$ cat src/hw/xbmux_params.svh
// Named constants for the X-bus pin multiplexer
`ifndef XBMUX_PARAMS_SVH
`define XBMUX_PARAMS_SVH

// Clock period and ISA reset pulse time
`define XBMUX_CLK_PERIOD_NS 10
`define XBMUX_ISA_RST_TIME_NS 1000000

// Strap vector bit positions and width
`define XBMUX_STRAP_MODE 0
`define XBMUX_STRAP_SECURE 1
`define XBMUX_STRAP_BUFEN 2
`define XBMUX_STRAP_W 3
`define XBMUX_STRAP_RESET 3'h0

// Break event enables span four configuration bytes
`define XBMUX_BREAK_W 32
`define XBMUX_ADDR_W 16

// I/O range served by the second select in embedded mode
`define XBMUX_IO800_BASE 16'h0800
`define XBMUX_IO800_LAST 16'h08FF

// Reset levels
`define XBMUX_OFF 1'h0
`define XBMUX_ON 1'h1

`endif

$ cat src/hw/xbmux_pkg.sv
// Types shared by the X-bus pin multiplexer
`default_nettype none
package xbmux_pkg;
	typedef enum logic [0:0] {
		MODE_PC = 1'h0,
		MODE_EMB = 1'h1
	} xbmux_mode_t;

	typedef enum logic [1:0] {
		DEV_IDLE = 2'h0,
		DEV_RTC_ADDR = 2'h1,
		DEV_RTC_DATA = 2'h2,
		DEV_ROM_KBC = 2'h3
	} xbmux_dev_t;
endpackage
`default_nettype wire

$ cat src/hw/xbmux_pulse_timer.sv
// Retriggerable fixed-length pulse timer
`default_nettype none
module xbmux_pulse_timer
#(
	parameter int unsigned CYCLES = 100000,
	parameter int unsigned CW = $clog2(CYCLES + 1)
)
(
	input wire logic ref_clk,
	input wire logic rst,
	input wire logic start,
	output var logic active
);
	logic [CW-1:0] countQ;
	int unsigned runLenQ;

	// A new start reloads the full length rather than extending the tail
	always_ff @(posedge ref_clk)
	begin
		if (rst)
		begin
			countQ <= '0;
			active <= 1'h0;
		end
		else if (start)
		begin
			countQ <= CW'(CYCLES);
			active <= 1'h1;
		end
		else if (countQ > CW'(1))
		begin
			countQ <= countQ - CW'(1);
			active <= 1'h1;
		end
		else
		begin
			countQ <= '0;
			active <= 1'h0;
		end
	end

	always_ff @(posedge ref_clk)
	begin
		if (rst || start || !active)
			runLenQ <= 0;
		else
			runLenQ <= runLenQ + 1;
	end
endmodule
`default_nettype wire

$ cat src/hw/xbmux_strap_latch.sv
// Strap capture on the first clock after reset release
`default_nettype none
module xbmux_strap_latch
#(
	parameter int unsigned W = 3,
	parameter logic [W-1:0] RESET_VAL = '0
)
(
	input wire logic ref_clk,
	input wire logic rst,
	input wire logic [W-1:0] strapIn,
	output var logic [W-1:0] sampled,
	output var logic valid
);
	// Pins are undriven until valid rises, so the sample sees the strap resistors only
	always_ff @(posedge ref_clk)
	begin
		if (rst)
		begin
			sampled <= RESET_VAL;
			valid <= 1'h0;
		end
		else if (!valid)
		begin
			sampled <= strapIn;
			valid <= 1'h1;
		end
	end
endmodule
`default_nettype wire

$ cat src/hw/xbmux_top.sv
// Mode-dependent X-bus pins, ISA reset pulse and X-bus buffer control
// Notes on behaviour
// Strap after power-up selects operating mode
// Embedded mode: reset pulse on any one of three events
// ISA reset is inverted PCI reset
// PC mode: activity output on break event
// Break events enabled from four config bytes
// Read control low moves X-bus data
// Secure strap sampled, shown as port bit in embedded mode only
// Buffer enable asserted on X-bus decode
// Low buffer strap enters test mode
// Embedded mode: first select is boot ROM
// Embedded mode: second select for 800h-8FFh
// PC mode: selects carry encoded device
// Read control high when not reading
`include "xbmux_params.svh"
`default_nettype none
module xbmux_top
#(
	parameter int unsigned RST_PULSE_CYCLES = `XBMUX_ISA_RST_TIME_NS / `XBMUX_CLK_PERIOD_NS,
	parameter int unsigned BREAK_W = `XBMUX_BREAK_W,
	parameter int unsigned ADDR_W = `XBMUX_ADDR_W
)
(
	input wire logic ref_clk,
	input wire logic rst,
	input wire logic modeStrapIn,
	input wire logic power_good_in,
	input wire logic pciResetN,
	input wire logic hotResetBit,
	input wire logic resetDriveBit,
	input wire logic [BREAK_W-1:0] breakEnable,
	input wire logic [BREAK_W-1:0] breakEvents,
	input wire logic cycleActive,
	input wire logic cycleIsIo,
	input wire logic cycleIsRead,
	input wire logic [ADDR_W-1:0] cycleAddr,
	input wire logic romRangeHit,
	input wire logic rtcAddrHit,
	input wire logic rtcDataHit,
	input wire logic romKbcHit,
	input wire logic secure_strap_in,
	output var logic xbus_read_n,
	output var logic xbusReadOe,
	input wire logic xbusBufStrapIn,
	output var logic xbus_buf_en_n,
	output var logic xbusBufEnOe,
	output var logic resetActivityPin,
	output var logic isa_bus_reset_out,
	output var logic pm_activity_n,
	output var logic xbus_sel_lo,
	output var logic xbus_sel_hi,
	output var logic boot_rom_sel,
	output var logic io_800_range_sel,
	output var xbmux_pkg::xbmux_dev_t xbus_dev_code,
	output var logic romDefaultTiming,
	output var logic port92SecureBit,
	output var logic testMode,
	output var xbmux_pkg::xbmux_mode_t activeMode
);
	import xbmux_pkg::*;

	wire logic [`XBMUX_STRAP_W-1:0] strapVec;
	wire logic [`XBMUX_STRAP_W-1:0] strapSampled;
	wire logic strapsValid;
	wire logic embMode;
	wire logic pgRise;
	wire logic hotRise;
	wire logic drvRise;
	wire logic pulseStart;
	wire logic pulseActive;
	wire logic isaRstD;
	wire logic pmActND;
	wire logic io800Hit;
	wire logic romHit;
	wire xbmux_dev_t pcCode;
	wire logic decoded;
	wire logic selLoD;
	wire logic selHiD;
	wire logic readND;
	logic pgPrevQ;
	logic hotPrevQ;
	logic drvPrevQ;

	assign strapVec[`XBMUX_STRAP_MODE] = modeStrapIn;
	assign strapVec[`XBMUX_STRAP_SECURE] = secure_strap_in;
	assign strapVec[`XBMUX_STRAP_BUFEN] = xbusBufStrapIn;

	// Mode strap capture
	// The two-way pins stay undriven while their straps are sampled
	xbmux_strap_latch #(
		.W(`XBMUX_STRAP_W),
		.RESET_VAL(`XBMUX_STRAP_RESET)
	) u_straps (
		.ref_clk(ref_clk),
		.rst(rst),
		.strapIn(strapVec),
		.sampled(strapSampled),
		.valid(strapsValid)
	);

	// Pin functions follow the mode
	assign embMode = strapsValid &&
		(xbmux_mode_t'(strapSampled[`XBMUX_STRAP_MODE]) == MODE_EMB);

	// Edge detection of the three triggers
	// Edges are held off until the straps are known, so a high level at release counts
	assign pgRise = power_good_in && !pgPrevQ;
	assign hotRise = hotResetBit && !hotPrevQ;
	assign drvRise = resetDriveBit && !drvPrevQ;
	assign pulseStart = embMode && (pgRise || hotRise || drvRise);

	always_ff @(posedge ref_clk)
	begin
		if (rst)
		begin
			pgPrevQ <= `XBMUX_OFF;
			hotPrevQ <= `XBMUX_OFF;
			drvPrevQ <= `XBMUX_OFF;
		end
		else
		begin
			pgPrevQ <= strapsValid ? power_good_in : `XBMUX_OFF;
			hotPrevQ <= strapsValid ? hotResetBit : `XBMUX_OFF;
			drvPrevQ <= strapsValid ? resetDriveBit : `XBMUX_OFF;
		end
	end

	// One millisecond reset pulse
	xbmux_pulse_timer #(
		.CYCLES(RST_PULSE_CYCLES)
	) u_rst_pulse (
		.ref_clk(ref_clk),
		.rst(rst),
		.start(pulseStart),
		.active(pulseActive)
	);

	// PCI reset forces ISA reset
	assign isaRstD = !pciResetN || pulseActive;

	// Enabled break events drive activity low
	assign pmActND = !(|(breakEvents & breakEnable));

	// I/O window decode
	assign io800Hit = cycleActive && cycleIsIo &&
		(cycleAddr >= ADDR_W'(`XBMUX_IO800_BASE)) && (cycleAddr <= ADDR_W'(`XBMUX_IO800_LAST));
	// Boot ROM memory decode
	assign romHit = cycleActive && !cycleIsIo && romRangeHit;

	// Device encoding, RTC address latch takes priority
	assign pcCode = !cycleActive ? DEV_IDLE :
		rtcAddrHit ? DEV_RTC_ADDR :
		rtcDataHit ? DEV_RTC_DATA :
		romKbcHit ? DEV_ROM_KBC : DEV_IDLE;

	// Select pin muxing by mode
	assign selLoD = embMode ? romHit : pcCode[0];
	assign selHiD = embMode ? io800Hit : pcCode[1];

	// Any X-bus device decoded
	assign decoded = strapsValid && (embMode ? (romHit || io800Hit) : (pcCode != DEV_IDLE));

	// Read control direction
	assign readND = !(decoded && cycleIsRead);

	always_ff @(posedge ref_clk)
	begin
		if (rst)
		begin
			isa_bus_reset_out <= `XBMUX_ON;
			pm_activity_n <= `XBMUX_ON;
			resetActivityPin <= `XBMUX_ON;
		end
		else
		begin
			isa_bus_reset_out <= isaRstD;
			pm_activity_n <= pmActND;
			resetActivityPin <= embMode ? isaRstD : pmActND;
		end
	end

	always_ff @(posedge ref_clk)
	begin
		if (rst)
		begin
			xbus_sel_lo <= `XBMUX_OFF;
			xbus_sel_hi <= `XBMUX_OFF;
			boot_rom_sel <= `XBMUX_OFF;
			io_800_range_sel <= `XBMUX_OFF;
			xbus_dev_code <= DEV_IDLE;
			romDefaultTiming <= `XBMUX_OFF;
		end
		else
		begin
			xbus_sel_lo <= strapsValid && selLoD;
			xbus_sel_hi <= strapsValid && selHiD;
			boot_rom_sel <= embMode && romHit;
			io_800_range_sel <= embMode && io800Hit;
			xbus_dev_code <= (strapsValid && !embMode) ? pcCode : DEV_IDLE;
			romDefaultTiming <= embMode && romHit;
		end
	end

	always_ff @(posedge ref_clk)
	begin
		if (rst)
		begin
			xbus_read_n <= `XBMUX_ON;
			xbusReadOe <= `XBMUX_OFF;
			xbus_buf_en_n <= `XBMUX_ON;
			xbusBufEnOe <= `XBMUX_OFF;
		end
		else
		begin
			xbus_read_n <= readND;
			xbusReadOe <= strapsValid;
			xbus_buf_en_n <= !decoded;
			xbusBufEnOe <= strapsValid;
		end
	end

	// Strap results shown to software and test logic
	always_ff @(posedge ref_clk)
	begin
		if (rst)
		begin
			port92SecureBit <= `XBMUX_OFF;
			testMode <= `XBMUX_OFF;
			activeMode <= MODE_PC;
		end
		else
		begin
			port92SecureBit <= embMode && strapSampled[`XBMUX_STRAP_SECURE];
			testMode <= strapsValid && !strapSampled[`XBMUX_STRAP_BUFEN];
			activeMode <= embMode ? MODE_EMB : MODE_PC;
		end
	end
endmodule
`default_nettype wire

$ cat config.mk
export PLATFORM = sky130hd
export DESIGN_NAME = xbmux_top
export DESIGN_NICKNAME = d
export VERILOG_FILES = /design/src/hw/xbmux_pkg.sv /design/src/hw/xbmux_pulse_timer.sv /design/src/hw/xbmux_strap_latch.sv /design/src/hw/xbmux_top.sv
export VERILOG_INCLUDE_DIRS = /design/src /design/src/hw
export SDC_FILE = /design/constraint.sdc
export NUM_CORES = 1
export LEC_CHECK = 0
export BUFFER_PORTS_ARGS = -buffer_cell sky130_fd_sc_hd__buf_2
export CAP_MARGIN = 0
export CORE_MARGIN = 2
export CORE_UTILIZATION = 41
export DETAILED_ROUTE_END_ITERATION = 6
export PLACE_DENSITY = 0.79
export SLEW_MARGIN = 10
export SYNTH_ARGS = -nofsm -noshare
export SYNTH_HDL_FRONTEND = slang
export SYNTH_SLANG_ARGS = --single-unit
$ cat constraint.sdc
create_clock -name ref_clk -period 2.2 [get_ports ref_clk]
set_input_delay 0.44 -clock ref_clk [delete_from_list [all_inputs] [get_ports ref_clk]]
set_output_delay 0.44 -clock ref_clk [all_outputs]
set_load 0.01 [all_outputs]
Yosys cells after proc, flatten, opt, wreduce, memory -nomap -nowiden --
Index checks and enable logic that the tools add are counted.
Word-level totals: register bits after elaboration 40, input bits 96, output and inout port bits 17, word-level logic and storage cells 82
Operators by class: add/sub/neg operators 1, $lt $le $gt $ge 3, mux-type cells 14, bitwise operators 4, reductions and logical operators 38
Operator list (count):
- $mux 17 | 2
- $and 32x32->32 | 1
- $reduce_or 32->1 | 1
- $logic_and 1x1->1 | 19
- $gt 17x1->1 const B | 1
- $sub 17x1->17 const B | 1
- $ge 16x12->1 const B | 1
- $le 16x12->1 const B | 1
- $logic_not 1->1 | 10
- $mux 1 | 8
- $mux 2 | 4
- $logic_or 1x1->1 | 4
- $reduce_or 2->1 | 2
- $not 1->1 | 3
- $reduce_or 3->1 | 1
- $reduce_bool 2->1 | 1

Longest topological paths before layout --
Gate-level depths: netlist of run 1.
word-level depth 9, gate-level depth with buffers 7, depth with buffers taken out 7

Hierarchy --
A second synthesis of run 1 with hierarchy kept.
Second synthesis, totals: cell total of the unflattened synthesis 187, area, all modules 1806.7 µm²
Modules (own cells, without submodules):
- xbmux_pulse_timer | instances 1, cells each 96, area each 902.1 µm², seq. area each 360.3 µm²
- xbmux_top | instances 1, cells each 80, area each 779.5 µm², seq. area each 360.3 µm²
- xbmux_strap_latch | instances 1, cells each 11, area each 125.1 µm², seq. area each 80.1 µm²

Worst setup path before layout of run 1 --
OpenSTA, ideal clock, no wires.
kind flip-flop to flip-flop, start point register u_rst_pulse.countQ[0], end point register u_rst_pulse.countQ[10], library setup time 0.074 ns, arrival time 1.843 ns, data required time 2.126 ns, slack 0.283 ns, cell stages (with the launch flop) 7, buffers on the path 0, clock period less this slack 1.917 ns, cells stage by stage dfxtp_1 -> inv_1 -> ha_1 -> or4b_4 -> or3_4 -> or3_1 -> a31oi_1
On the way: longest elaborated chain between the ends 3, elaborated cells between the ends (all ways) 4, those cells by class 1 x add/sub; 1 x order compare; 2 x mux
Ends and longest elaborated chain:
- start, declared | RTL line xbmux_pulse_timer.sv:14 | logic [CW-1:0] countQ;
- start signal, assigned | RTL line xbmux_pulse_timer.sv:27 | countQ <= CW'(CYCLES);
- start signal, assigned | RTL line xbmux_pulse_timer.sv:32 | countQ <= countQ - CW'(1);
- $sub 17x1->17 / $gt 17x1->1 (equally long branches) | RTL line xbmux_pulse_timer.sv:32, xbmux_pulse_timer.sv:30
- $mux 17 * | RTL line xbmux_pulse_timer.sv:30 | else if (countQ > CW'(1))
- $mux 17 * | RTL line xbmux_pulse_timer.sv:25 | else if (start)
Every way passes the cells marked *; elsewhere a longest branch is shown, timed or not. A chain may end at the register's enable or synchronous reset.

Worst setup path in the final report of run 1 --
Ends and elaborated chain as after synthesis.

==> results.md, run 1 <==
* Dpl hpwl at 3.25 mm
* Worst-margin pin slew at 451 ps
* CTS Buf Count at 5
* Launch point of the worst hold path: cycleIsIo
* Starting Density at 0.423
* Chip Height at a little under 70 µm
* Clk_lat worst skew at 290 ps
* WS Path Type: flop to flop
* CP Launch Type: flop
* RR Startpoint: u_rst_pulse.countQ[0]
* Net Sw Frac at 0.328
* Max-Slew Margin vs Limit at 0.697
* Number of flops mapped to enable cells by yosys at 0
* CP endpoint kind: flop
* Power Density at 966 nW/µm²
* Gpl congestion at 0.775
* Power share of the clock group at 0.220
* YS warnings at 0
* Hold Path Class: primary input to flop
* Crit path max fanout at 5
* 1st-iter DRT viols at 42
* DR WL/cell at ~12 µm
* Fin nets at 380
* Via count at 1634
* Area fraction of the dominant cell type after synthesis at 0.473
* Post-CTS Repair Setup Buffers at 0
* Core Footprint at ~4000 µm²
* Clk_skew at between 7 and 8 ps
* Post-synthesis sequential area ratio at 0.473
* Vias in the first global route at 1587
* Pre-CTS setup slack at 189 ps
* CP peak stage delay at 500 ps
* Post-route ant nets at 0
* CTS Buffer Depth at 2
* Worst EP required at 2420 ps
* GR Layer Usage met1 at 0.187
* CTS root buf: clkbuf_8
* Main synth FF type: dfxtp_1
* Ratio of final minimum period to clock period at 0.913
* Max H-tree Level at 2
* Top Usage Layer GRT: met2
* Largest net degree at the start of global routing at 14
* GR Util met3 at 0.0707
* Distinct cells, synth at 42
* DIE WIDTH at ~70 µm
* Internal at 1.52 mW
* Crit path DAT at 2230 ps
* DR pass1 iterations at 4
* Synth Instances at 176
* I/O Pins at approximately 110
* Seq pwr share at 0.418
* Synth-to-Final Area Change at 38.6%
* GR Util All Layers at 0.180
* Worst setup margin at ~190 ps
* VDD IR max at 0.485 mV
* Async set or reset register ratio after synthesis at 0
* Final setup viols at 0
* Syn Nets at 274
* Final Critical Period at 2010 ps
* Global route overflow at 0
* Synth Register Bits at 40
* Clk slew on worst S/H paths at 80 ps
* Post-route cell area at around 2300 µm²
* Combinational power share at 0.362
* Hold Buf Count CTS at 0
* WL final at 3.94 mm
* Core Rows at 23
* Post-CTS sizing at 0
* Most numerous cell in the Yosys netlist: dfxtp_1
* Crit path from: u_rst_pulse.countQ[0]
* Leakage at 1.12 nW
* Final Hold Violating Endpoints at 0
* Top post-synthesis cells by area: dfxtp_1, a22oi_1, nor2_1
* CTS tree: built
* First-pass GRT wire length at about 6.4 mm
* Cell Area, Synth at 1690 µm²
* Synth area leader: dfxtp_1
* Post-DP Area at 2250 µm²
* Worst path cell trace: inv_1, ha_1, or4b_4, or3_4, or3_1, a31oi_1
* Synth top cells by count: dfxtp_1, nor2_1, a22oi_1, a21oi_1, inv_1
* Final setup TNS at 0 ps
* NetSw at 0.744 mW
* Crit-path slowest cell: or4b_4
* # Max-Cap Violations at 0
* Initial antenna violation count at 0
* Mapped Avg Cell Area at 9.62 µm²
* Final routed DRC violation total at 0
* FMAX at around 0.5 GHz
* Met2 Use GR at 0.336
* WHS at 323 ps
* Die area at 4660 µm²
* Port buffer count at 104
* Status: completed
* TritonCTS Sinks at 40
* RSZ-0062 raised after global routing: false
* Ant. Diodes at 0
* Max Slew Vio Count at 0
* Share of layout cells above drive strength 1 at 0.431
* Vias per inst at 4.91
[cell type report]
type,count,area [µm²]
clock buffer,6,82.6
clock inverter,2,15.0
fill,371,1650
inverter,9,33.8
multi-input combinational,121,823
sequential,40,801
tap,50,62.6
timing repair buffer,105,528
[path summary, 6_finish.rpt]
check / endpoint / slack (ps) / depth (start not counted)
worst max-delay path: u_rst_pulse.countQ[10] / 190 / 6
worst min-delay path: romDefaultTiming / 320 / 2
worst max register to register: u_rst_pulse.countQ[10] / 190 / 6
worst min register to register: testMode / 400 / 1
[worst max-delay path: cells and delay by family (launching register included)]
family                   cells  cell delay (ps)
AO/OA/AOI/OAI                1              150
adder cells (fa/ha/maj)      1              180
buffers and inverters        1               70
flip-flops                   1              350
AND/OR/NAND/NOR              3             1190
[layer usage]
metal / wire length, µm / vias up
met5: 0 / -
met3: 378 / 2
met2: 1970 / 60
li1: - / 845
met4: 16 / 0
met1: 1580 / 727
[power by group through the flow]
stage | Combinational, mW | Sequential (mW) | Clock (mW)
floorplan | 0.641 | 0.946 | 0
global placement | 0.798 | 0.957 | 0
detailed placement | 0.826 | 0.963 | 0
CTS | 0.829 | 0.947 | 0.515
global route | 0.926 | 0.964 | 0.543
finish | 0.820 | 0.946 | 0.500
[cells in the final DEF (no fill, tap or decap), types with 2 or more instances in the layout]
master      netlist  routed
ha_1              2       2
nor2_1           20      20
nand2_1           5       5
clkinvlp_4        0       2
nor2b_1           4       4
or3_1             3       3
o21a_1            2       2
buf_2             0     104
xor2_1            4       4
clkbuf_8          0       6
and2_1            4       4
o21ai_0           2       2
inv_1             9       9
mux2i_1           3       3
nor3_1            6       6
o21bai_1          3       3
a22oi_1          16      16
dfxtp_1          40      40
a21oi_1           9       9
nor4_1            3       3
xnor2_1           8       8
nand4_1           6       6
nand3b_1          2       2
[registers in the layout (all words and copies together) (netlist names)]
name	flops
u_rst_pulse.active	1
activeMode	1
io_800_range_sel	1
pm_activity_n	1
xbusBufEnOe	1
u_rst_pulse.countQ	17
xbus_sel_hi	1
resetActivityPin	1
xbus_sel_lo	1
port92SecureBit	1
testMode	1
pgPrevQ	1
drvPrevQ	1
u_straps.valid	1
u_straps.sampled	3
hotPrevQ	1
romDefaultTiming	1
xbus_read_n	1
xbus_buf_en_n	1
isa_bus_reset_out	1
xbus_dev_code	2
[through the flow]
stage	total power, mW	util	instances
global route	2.43	0.586	333
CTS	2.29	0.586	333
detailed placement	1.79	0.562	325
floorplan	1.59	-	176
finish	2.27	0.586	333
global placement	1.76	0.562	325
[cell families after synthesis]
family	count (synthesis)	synth area share
buf+inv	15	0.0406
xor+xnor	12	0.0621
flops	40	0.473
compound gates	37	0.150
simple gates	66	0.235
mux	4	0.0244
fa+ha+maj	2	0.0148
Power figures use the tool's default switching activity.
==> run 2, diff against run 1 <==
Settings changed: REMOVE_ABC_BUFFERS from default to 1.
==> run 2 against run 1 <==
Effect of this change: power up 4.6%; first-iteration DRC count up 55%; critical path depth unchanged; setup slack worse by 38 ps; maximum frequency down 1.8%; die area unchanged; cell count up 0.30%; clock power up 23%; wire length down 0.18%; critical endpoint unchanged; largest cell class unchanged; highest routed layer unchanged.
==> results.md, run 2 (same netlist as run 1, synthesis figures left out) <==
* Status: completed
* Biggest register: u_rst_pulse.countQ
* CP endpoint kind: flop
* Multi-input gate area at 823 µm² (unchanged)
* Max H-tree Level at 2 (unchanged)
* Initial antenna violation count at 0 (unchanged)
* Max-Slew Margin vs Limit at 0.692 (-0.00434)
* Max reg flops at 17 (unchanged)
* Ratio of final minimum period to clock period at 0.930 (+0.0172)
* Clk_skew at 5.27 ps (-1.90 ps)
* Dpl hpwl at 3.16 mm (-2.9%)
* VDD IR max at 0.425 mV (-12%)
* DIE WIDTH at 68.3 µm (unchanged)
* WL met2 at 1.89 mm (-3.7%)
* # Max-Cap Violations at 0 (unchanged)
* Crit path max fanout at 5 (unchanged)
* CTS Buffer Depth at 2 (unchanged)
* Largest registers: u_rst_pulse.countQ x17, u_straps.sampled x3, xbus_dev_code x2
* R2R setup slack at 150 ps (-40 ps)
* Synth-to-Final Area Change at 40.1%
* Leakage at 1.13 nW (+1.5%)
* Highest Signal Layer: met4
* DRT met1 WL at 1.71 mm (+8.5%)
* Core Rows at 23 (unchanged)
* Largest net degree at the start of global routing at 15 (+1)
* Register area at 801 µm² (unchanged)
* Final Hold Violating Endpoints at 0 (unchanged)
* Placed Cells at 326 (+0.31%)
* Clk_lat worst skew at 300 ps (about the same)
* Final routed DRC violation total at 0 (unchanged)
* 1st-iter DRT viols at 65 (+55%)
* Core Footprint at 4000 µm² (unchanged)
* Fillers at 345 (-7.0%)
* WS Path Type: flop to flop
* WL final at 3.93 mm (-0.18%)
* RSZ-0062 raised after global routing: false
* Final Critical Period at 2050 ps (+37.7 ps)
* TritonCTS Sinks at 40 (unchanged)
* Post-CTS Repair Setup Buffers at 0 (unchanged)
* Gpl congestion at 0.773 (-0.26%)
* Worst-margin pin slew at 457 ps (+6.45 ps)
* CTS Buf Count at 5 (unchanged)
* Clk slew on worst S/H paths at 80 ps (about the same)
* WHS at 308 ps (-14.5 ps)
* Overall power at 2.37 mW (+4.6%)
* Power Density at 1000 nW/µm² (+3.5%)
* Hold Buf Count CTS at 0 (unchanged)
* I/O Pins at 113 (unchanged)
* Port buffer count at 104 (unchanged)
* Final setup viols at 0 (unchanged)
* Global route overflow at 0 (unchanged)
* Worst EP required at 2430 ps (about the same)
* Most frequent cells in the layout: buf_2, dfxtp_1, nor2_1, a22oi_1
* Post-Layout Cell Count at 334 (+0.30%)
* Starting Density at 0.423 (unchanged)
* Share of layout cells above drive strength 1 at 0.433 (+0.00200)
* DR WL/cell at 11.8 µm (-0.48%)
* CTS tree: built
* First-pass GRT wire length at 6.36 mm (-0.22%)
* FMAX at 0.489 GHz (-1.8%)
* WL met3 at 258 µm (-32%)
* Post-route ant nets at 0 (unchanged)
* Crit path DAT at 2280 ps (+50 ps)
* CP Launch Type: flop
* DR pass1 iterations at 4 (unchanged)
* Vias per inst at 4.85 (-1.1%)
* Vias in the first global route at 1545 (-2.6%)
* Fin nets at 381 (+0.26%)
* Ant. Diodes at 0 (unchanged)
* Final setup TNS at 0 ps (unchanged)
* Die area at 4660 µm² (unchanged)
* Commonest non-fill, non-tap cell in the layout: buf_2
* Via count at 1621 (-0.80%)
* Hold Path Class: primary input to flop
* Post-CTS sizing at 0 (unchanged)
* Chip Height at 68.3 µm (unchanged)
* Max Slew Vio Count at 0 (unchanged)
* GR Util All Layers at 0.180 (+0.000317)
* CTS root buf: clkbuf_8
## run 2: through the flow
stage / area, µm² / setup slack [ps] / utilization
2_1_floorplan: 1660 / 283 / -
3_3_place_gp: 2260 / 225 / 0.564
3_5_place_dp: 2260 / 141 / 0.564
4_1_cts: 2370 / 138 / 0.593
5_1_grt: 2370 / 55.2 / 0.593
6_report: 2370 / 153 / 0.593
## run 2: cell type report
class,count,area share
multi-input combinational,121,0.347
sequential,40,0.338
timing repair buffer,106,0.226
clock buffer,5,0.0290
tap,50,0.0264
clock inverter,3,0.0195
inverter,9,0.0142
## run 2: path summary, 6_finish.rpt
path                                                to                  start  cells past startpoint
worst max-delay path            u_rst_pulse.countQ[10]  u_rst_pulse.countQ[0]                      6
worst min register to register                testMode    u_straps.sampled[2]                      1
worst min-delay path                  romDefaultTiming              cycleIsIo                      2
worst max register to register  u_rst_pulse.countQ[10]  u_rst_pulse.countQ[0]                      6
## run 2: critical path, stage by stage, from the launching register on
cell and delay [ps]:
dfxtp_1 350, inv_1 80, ha_1 200, or4b_4 510
or3_4 380, or3_1 310, a31oi_1 150
## run 2: where the power goes
part	internal (mW)	total (mW)	switching, mW
Clock	0.342	0.615	0.273
Sequential	0.846	0.945	0.0984
Combinational	0.424	0.811	0.387
## run 2: layer usage
layer | vias to the layer above | track usage
met5 | - | 0
met1 | 721 | 0.193
met3 | 7 | 0.0592
met4 | 0 | 0.105
li1 | 843 | -
met2 | 50 | 0.307
